## src/design/vcht_pkg.sv

```systemverilog
package vcht_pkg;

	// ----------------------------------------------------------------
	// Register indices behind the index/data port
	// ----------------------------------------------------------------
	localparam logic [7:0] IDX_HSYNC_START = 8'h04;
	localparam logic [7:0] IDX_HSYNC_END   = 8'h05;
	localparam logic [7:0] IDX_VTOTAL_LOW  = 8'h06;

	// ----------------------------------------------------------------
	// Reset values
	// ----------------------------------------------------------------
	localparam logic [7:0] RST_HSYNC_START = 8'h00;
	localparam logic [7:0] RST_HSYNC_END   = 8'h00;
	localparam logic [7:0] RST_VTOTAL_LOW  = 8'h00;

	// ----------------------------------------------------------------
	// Field positions
	// ----------------------------------------------------------------
	localparam int HEND_BLANK_B5  = 7;  // Blanking end bit 5
	localparam int HEND_DELAY_HI  = 6;  // Sync delay field
	localparam int HEND_DELAY_LO  = 5;
	localparam int HEND_SYNC_HI   = 4;  // Sync end field
	localparam int OVF_VTOTAL_B9  = 5;  // Overflow bit giving total bit 9
	localparam int OVF_VTOTAL_B8  = 0;  // Overflow bit giving total bit 8

	// ----------------------------------------------------------------
	// Timing constants
	// ----------------------------------------------------------------
	localparam int          HCOUNT_W      = 8;
	localparam int          VCOUNT_W      = 12;
	localparam int          MAX_DELAY     = 4;   // Sync delay 3 plus text extra
	localparam logic [2:0]  TEXT_EXTRA    = 3'h1; // Extra text mode sync delay
	localparam logic [11:0] VTOTAL_ADJUST = 12'h001; // Lines = total + 2

	// Host access on the index/data port
	typedef struct packed {
		logic       wr;
		logic       rd;
		logic [7:0] index;
		logic [7:0] wdata;
	} vcht_cpu_req_t;

endpackage

```

## src/design/vcht_timing.sv

```systemverilog
`timescale 1ns/1ps
// Operation
// - Horizontal sync starts when the character counter reaches the 8-bit sync start value.
// - The effective sync start moves with the sync skew setting and with text or graphics mode.
// - The 6-bit blanking end is sync end register bit 7 over the five low blanking end bits.
// - Both edges of sync are delayed by 0 to 3 character clocks as sync end bits 6:5 say, plus one more in text mode.
// - Retrace goes low when the low five counter bits equal the 5-bit sync end field.
// - In standard modes the vertical total is 10 bits: low byte register plus two overflow bits.
// - The vertical total plus 2 gives every scan line of a frame, active or not, in 10 or 12 bits.
// - Vertical total bit 9 is overflow bit 5 and bit 8 is overflow bit 0.
module vcht_timing (
	input  wire logic                   ref_clk,
	input  wire logic                   reset_n,
	input  wire vcht_pkg::vcht_cpu_req_t cpu_req,
	output logic [7:0]                  cpu_rdata,
	input  wire logic                   char_clk_en,
	input  wire logic                   line_start,
	input  wire logic                   text_mode,
	input  wire logic [4:0]             horiz_blank_end_low,
	input  wire logic [7:0]             vertical_overflow,
	input  wire logic                   vt_ext_mode,
	input  wire logic [1:0]             vt_ext_bits,
	output logic [5:0]                  horiz_blank_end,
	output logic [11:0]                 vert_total,
	output logic [7:0]                  hchar_count,
	output logic [11:0]                 scan_line,
	output logic                        frame_start,
	output logic                        hretrace
);
	import vcht_pkg::*;

	// Delay line must reach the largest skew plus the text extra
	if (MAX_DELAY < 3 + int'(TEXT_EXTRA)) begin : g_delay_fit
		$error("delay line shorter than largest sync delay");
	end

	// ----------------------------------------------------------------
	// Registers and state
	// ----------------------------------------------------------------
	logic [7:0]          horiz_sync_start_ff;
	logic [7:0]          horiz_sync_end_ff;
	logic [7:0]          vert_total_low_ff;
	logic [7:0]          rdata_ff;
	logic [HCOUNT_W-1:0] hcount_ff;
	logic [VCOUNT_W-1:0] vcount_ff;
	logic                frame_start_ff;
	logic                raw_retrace_ff;
	logic [MAX_DELAY-1:0] delay_pipe_ff;
	logic                hretrace_ff;
	logic [5:0]          hblank_end_ff;
	logic [11:0]         vtotal_ff;

	// ----------------------------------------------------------------
	// Decode and next values
	// ----------------------------------------------------------------
	function automatic logic hit(input logic [7:0] idx, input logic [7:0] want);
		hit = (idx == want);
	endfunction

	wire logic                wr_start  = cpu_req.wr && hit(cpu_req.index, IDX_HSYNC_START);
	wire logic                wr_end    = cpu_req.wr && hit(cpu_req.index, IDX_HSYNC_END);
	wire logic                wr_vtot   = cpu_req.wr && hit(cpu_req.index, IDX_VTOTAL_LOW);
	wire logic [1:0]          sync_delay = horiz_sync_end_ff[HEND_DELAY_HI:HEND_DELAY_LO];
	wire logic [4:0]          sync_end  = horiz_sync_end_ff[HEND_SYNC_HI:0];
	wire logic                start_hit = (hcount_ff == horiz_sync_start_ff);
	wire logic                end_hit   = (hcount_ff[4:0] == sync_end);
	wire logic [2:0]          eff_delay = {1'b0, sync_delay} + (text_mode ? TEXT_EXTRA : 3'h0);
	wire logic [MAX_DELAY:0]  taps      = {delay_pipe_ff, raw_retrace_ff}; // Tap 0 is raw level
	wire logic [HCOUNT_W-1:0] nxt_hcount = line_start ? '0 : hcount_ff + 1'b1;
	wire logic                last_line = (vcount_ff == vtotal_ff + VTOTAL_ADJUST);
	wire logic [VCOUNT_W-1:0] nxt_vcount = last_line ? '0 : vcount_ff + 1'b1;
	wire logic [11:0]         nxt_vtotal = {vt_ext_mode ? vt_ext_bits : 2'h0,
		vertical_overflow[OVF_VTOTAL_B9], vertical_overflow[OVF_VTOTAL_B8],
		vert_total_low_ff};
	wire logic [7:0]          nxt_rdata =
		hit(cpu_req.index, IDX_HSYNC_START) ? horiz_sync_start_ff :
		hit(cpu_req.index, IDX_HSYNC_END)   ? horiz_sync_end_ff :
		hit(cpu_req.index, IDX_VTOTAL_LOW)  ? vert_total_low_ff : 8'h00;

	// ----------------------------------------------------------------
	// Register file
	// ----------------------------------------------------------------
	always_ff @(posedge ref_clk) begin
		if (!reset_n) begin
			horiz_sync_start_ff <= RST_HSYNC_START;
			horiz_sync_end_ff   <= RST_HSYNC_END;
			vert_total_low_ff   <= RST_VTOTAL_LOW;
			rdata_ff            <= 8'h00;
		end else begin
			if (wr_start) horiz_sync_start_ff <= cpu_req.wdata;
			if (wr_end)   horiz_sync_end_ff   <= cpu_req.wdata;
			if (wr_vtot)  vert_total_low_ff   <= cpu_req.wdata;
			if (cpu_req.rd) rdata_ff <= nxt_rdata;
		end
	end

	// Derived timing values
	always_ff @(posedge ref_clk) begin
		if (!reset_n) begin
			hblank_end_ff <= 6'h00;
			vtotal_ff     <= 12'h000;
		end else begin
			hblank_end_ff <= {horiz_sync_end_ff[HEND_BLANK_B5], horiz_blank_end_low};
			vtotal_ff     <= nxt_vtotal;
		end
	end

	// Character and scan line counters
	always_ff @(posedge ref_clk) begin
		if (!reset_n) begin
			hcount_ff      <= '0;
			vcount_ff      <= '0;
			frame_start_ff <= 1'b0;
		end else begin
			if (char_clk_en) hcount_ff <= nxt_hcount;
			if (char_clk_en && line_start) vcount_ff <= nxt_vcount;
			frame_start_ff <= char_clk_en && line_start && last_line;
		end
	end

	// Undelayed retrace level, set wins over clear
	always_ff @(posedge ref_clk) begin
		if (!reset_n) begin
			raw_retrace_ff <= 1'b0;
		end else if (char_clk_en) begin
			if (start_hit) raw_retrace_ff <= 1'b1;
			else if (end_hit) raw_retrace_ff <= 1'b0;
		end
	end

	// Delay line for both sync edges
	always_ff @(posedge ref_clk) begin
		if (!reset_n) begin
			delay_pipe_ff <= '0;
			hretrace_ff   <= 1'b0;
		end else begin
			if (char_clk_en) delay_pipe_ff <= {delay_pipe_ff[MAX_DELAY-2:0], raw_retrace_ff};
			hretrace_ff <= taps[eff_delay];
		end
	end

	assign cpu_rdata       = rdata_ff;
	assign horiz_blank_end = hblank_end_ff;
	assign vert_total      = vtotal_ff;
	assign hchar_count     = hcount_ff;
	assign scan_line       = vcount_ff;
	assign frame_start     = frame_start_ff;
	assign hretrace        = hretrace_ff;
endmodule // vcht_timing

```

## config.mk

```make
export PLATFORM = sky130hd
export DESIGN_NAME = vcht_timing
export DESIGN_NICKNAME = d
export VERILOG_FILES = /design/src/design/vcht_pkg.sv /design/src/design/vcht_timing.sv
export SDC_FILE = /design/constraint.sdc
export NUM_CORES = 1
export LEC_CHECK = 0
export BUFFER_PORTS_ARGS = -buffer_cell sky130_fd_sc_hd__buf_4
export CAP_MARGIN = 20
export CORE_MARGIN = 2
export CORE_UTILIZATION = 57
export DETAILED_ROUTE_END_ITERATION = 6
export HOLD_SLACK_MARGIN = 0.12
export PLACE_DENSITY = 0.93
export REMOVE_ABC_BUFFERS = 1
export SLEW_MARGIN = 25
export SYNTH_ARGS = -nofsm -noshare
export SYNTH_HDL_FRONTEND = slang
export SYNTH_SLANG_ARGS = --single-unit
```

## constraint.sdc

```tcl
create_clock -name ref_clk -period 3.35 [get_ports ref_clk]
set_input_delay 0 -clock ref_clk [delete_from_list [all_inputs] [get_ports ref_clk]]
set_output_delay 0 -clock ref_clk [all_outputs]
set_load 0.05 [all_outputs]
```

# [Word level (Yosys, flattened, before mapping)]
# Cells that the tools add are included.
[word_totals] regBits=77 in_bits=39 output_inout_bits=48 elab_cells=42
[classes] eq_ne=6 n_reduce_logical=8 add_sub_neg=4 magnitude_cmp=1 muxes=10
[ops] op="2-to-1 mux 8 bit" n=4
[ops] op="adder 12 x 1 -> 12 bit, second input constant" n=2
[ops] op="equality test 8 x 3 -> 1 bit, second input constant" n=3
[ops] op="equality test 12 bit" n=1
[ops] op="2-to-1 mux 12 bit" n=1
[ops] op="adder 8 x 1 -> 8 bit, second input constant" n=1
[ops] op="equality test 8 bit" n=1
[ops] op="equality test 5 bit" n=1
[ops] op="logical AND 1 bit" n=5
[ops] op="less-than comparator 3 x 4 -> 1 bit, second input constant" n=1
[ops] op="2-to-1 mux 1 bit" n=4
[ops] op="AND reduction 2 bit" n=2
[ops] op="adder 2 x 1 -> 3 bit" n=1
[ops] op="binary-select mux 1 bit (select 3 bit)" n=1
[ops] op="nonzero test 2 bit" n=1

# [Logic depth before layout (Yosys ltp)]
[depth] word_depth=4 depth_mapped=7 mapped_depth_nobuf=7

# [Worst setup path after synthesis]
# No wires, ideal clock.
[synth_path] path_kind="reg-to-reg" from="register vtotal_ff[0], in the netlist vert_total[0]" to="register vcount_ff[10], in the netlist scan_line[10]" setup_slack_ns=0.977 arrival_ns=2.244 path_stages_with_launch=8 required_ns=3.221 synth_period_minus_slack_ns=2.373 cell_sequence="dfxtp_1 > ha_1 > and4b_1 > o211ai_1 > nor4b_1 > o2111ai_2 > o31ai_4 > nor2_1"
[synth_between] elab_chain_len=3
[synth_rtl] element="start: declaration" line="vcht_timing.sv:51" rtl="logic [11:0] vtotal_ff;"
[synth_rtl] element="start signal: assignment" line="vcht_timing.sv:104" rtl="vtotal_ff <= nxt_vtotal;"
[synth_rtl] element="adder 12 x 1 -> 12 bit" line="vcht_timing.sv:70" rtl="wire logic last_line = (vcount_ff == vtotal_ff + VTOTAL_ADJUST);"
[synth_rtl] element="equality test 12 bit" line="vcht_timing.sv:70"
[synth_rtl] element="2-to-1 mux 12 bit" line="vcht_timing.sv:71" rtl="wire logic [VCOUNT_W-1:0] nxt_vcount = last_line ? '0 : vcount_ff + 1'b1;"
[synth_rtl] element="end signal: assignment" line="vcht_timing.sv:116" rtl="if (char_clk_en && line_start) vcount_ff <= nxt_vcount;"
[synth_rtl] element="end: declaration" line="vcht_timing.sv:45" rtl="logic [VCOUNT_W-1:0] vcount_ff;"
# Every way passes these cells.
# A chain may end at the register's enable or synchronous reset.

# [Final worst setup path]
[layout_path] from="register vtotal_ff[0], in the netlist vert_total[0]" to="register vcount_ff[7], in the netlist scan_line[7]"
# The elaborated chain is that of the path after synthesis.

==> results.md <==
* CP max-delay cell: o31ai_4
* # fillers at 395
* Via density at 5.51
* Post-route clock period utilization at 71.1%
* Type of the worst setup path: reg -> reg
* Die ar. at 6780 um2
* Die Y at 82.4 um
* CP bufs+invs at 0
* Worst Tran Pin Value at 0.679 ns
* DRC violations left at 0
* Largest net degree at the start of global routing at 41
* Top post-synthesis cells by count: dfxtp_1, nor2_1, mux2i_1
* Max Fanout on Critical Path at 9
* Final Critical Period at 2.38 ns
* Slew margin rel. at 54.4%
* Pwr dens at 394 nW/um2
* Worst hold-check path type: in -> reg
* Grt total ovfl at 0
* Clock tree sinks at 77
* Post-synth top area share at 44.0%
* IO Pins at 87
* First-pass GRT wire length at 13,800 um
* Post_cts resized at 0
* Synthesized area per cell at 9.09 um2
* TritonRoute pass-1 iters at 5
* Worst Path Required at 3.56 ns
* Hpwl dp at 5920 um
* Final Wtd Congestion at 0.946
* Endpoints failing setup at 0
* Final worst clock skew at 0.0133 ns
* Syn Inst Count at 385
* Critical path, cell by cell: ha_1 -> and4b_1 -> o211ai_1 -> nor4b_1 -> o2111ai_2 -> o31ai_4 -> nor2_1
* PortBufs at 80
* Nets at 538
* Final-report max-slew violation count at 0
* Max-cap viol count at 0
* CTS Root Cell: clkbuf_8
* Routed Antenna Nets at 0
* Clk_lat worst skew at 0.35 ns
* Clk slew on worst S/H paths at 0.08 ns
* Synth warnings at 0
* Unrepaired setup endpoints after global routing: no
* Rows at 28
* Post-CTS setup buffers at 0
* Die W at 82.4 um
* Clk buf depth at 2
* Final-report hold violation count at 0
* CTS tree: done
* Initial antenna violation count at 0
* Peak VDD IR at 0.297 mV
* Post-Synthesis Cell Area at 3500 um2
* Hold bufs inserted after CTS at 32
* Cell family with most CP delay: compound AO/OA/AOI/OAI gates
* Distinct cells, synth at 44
* Avg WL per Cell at 15.2 um
* Number of synthesized flops with an enable pin at 0
* Crit path DAT at 2.60 ns
* Htree depth at 3
* Global Route Usage Sum at 26.6%
* Async SR Flop Fraction at 0%
* LEAKAGE at 2.10 nW
* # diodes at 0
* Outcome: finished, final reports clean
* Sequential share of the synthesized area at 44.0%
* Num CTS Buffers at 9
* DR vias at 3,160
* Flops & latches, synth at 77
* Kind of end point of the critical path: flip-flop
* Area contributors post-synth: dfxtp_1, mux2i_1, nor2_1, xor2_1, xnor2_1
* Max frequency at 420 MHz
* Starting Density at 59.1%
* Most common cell in the netlist: dfxtp_1
* Most area-hungry cell type in the Yosys netlist: dfxtp_1
* Area growth syn-to-layout at 33.6%
* Post-synth top flop: dfxtp_1
* Share of cells above drive strength 1 at 21.2%
* Initial DRC Count at 120
* Max incr delay on CP at 0.45 ns
* Hold Slack at 0.135 ns
* Power Total at 1.84 mW
* Post-Route WL at 8720 um
* Vias in the first global route at 3,092
* Setup_tns at 0 ns
* Setup crit start kind: flip-flop
* Core area at 5920 um2
[power by group]
part | internal [mW] | switching, mW
clock network | 0.385 | 0.343
logic | 0.0823 | 0.0941
registers | 0.925 | 0.0114
total | 1.39 | 0.449
[state kept, by name (all words and copies together), names as in the netlist]
name,flops
frame_start,1
scan_line,12
hretrace,1
raw_retrace_ff,1
vert_total,12
horiz_sync_end_ff,8
vert_total_low_ff,8
delay_pipe_ff,4
horiz_blank_end,6
hchar_count,8
cpu_rdata,8
horiz_sync_start_ff,8
[layout by cell type, fill, tap and decap left out, types with 2 or more instances in the layout]
master,synthesis,layout
and2_1,18,18
nor2_1,73,73
ha_1,5,5
xnor2_1,17,17
or2_2,2,2
dlygate4sd3_1,0,32
nand2b_1,3,3
o211ai_1,2,2
nor4_1,3,3
o22ai_1,2,2
a21oi_1,25,25
and3_1,7,7
dfxtp_1,77,77
clkinvlp_4,0,2
clkbuf_8,0,11
nor2b_1,3,3
o21bai_1,2,2
nor4b_1,3,3
inv_1,2,2
nand4_1,11,11
buf_4,0,82
xor2_1,22,22
nand3_1,6,6
mux2i_1,37,37
o21ai_0,5,5
nor3_1,4,4
nand2_1,20,20
or3_1,3,3
[layout make-up]
| type | count | area [um2] | share of cell area (%) |
|---|---|---|---|
| inverter | 3 | 11.3 | 0.241 |
| multi-input combinational | 289 | 1890 | 40.3 |
| clock inverter | 5 | 58.8 | 1.26 |
| clock buffer | 11 | 151 | 3.24 |
| timing repair buffer | 114 | 936 | 20.0 |
| tap | 75 | 93.8 | 2.01 |
| sequential | 77 | 1540 | 32.9 |
[through the flow]
step	cell area (um2)	setup slack, ns	cells	utilization [%]
2_1_floorplan	3440	0.977	369	-
3_3_place_gp	4150	1.12	526	70.1
3_5_place_dp	4150	1.02	526	70.1
4_1_cts	4680	1.00	574	79.0
5_1_grt	4680	0.808	574	79.0
6_report	4680	0.967	574	79.0
[layer usage]
metal,global-route usage (%),part of all wire [%],up-vias
li1,-,-,1540
met1,29.0,40,1492
met2,50.3,52,115
met3,6.63,6.9,13
met4,7.33,1.2,0
met5,0,0,-
[worst register-to-register path, delay by kind of cell, from the launching register on]
family | cells | cell delay, ns
AND/OR/NAND/NOR | 3 | 0.72
AO/OA/AOI/OAI | 3 | 0.83
flip-flops | 1 | 0.42
adder cells (fa/ha/maj) | 1 | 0.28
[worst paths after layout]
check / to / slack (ns) / depth (start not counted) / start
setup reg to reg: scan_line[7] / 0.97 / 7 / vert_total[0]
hold reg to reg: vert_total[1] / 0.49 / 1 / vert_total_low_ff[1]
setup / recovery: scan_line[7] / 0.97 / 7 / vert_total[0]
hold / removal: hretrace / 0.13 / 5 / text_mode
[cells by family after synthesis]
kind of cell	share of synthesized area (%)
AOI/OAI and AO/OA	7.22
xor gates and xnor gates	9.76
adders and majority gates	1.79
buffers and inverters	2.11
DFF	44.0
muxes	11.2
and+or+nand+nor	23.9
No activity file was read; power rests on OpenSTA's default activity.
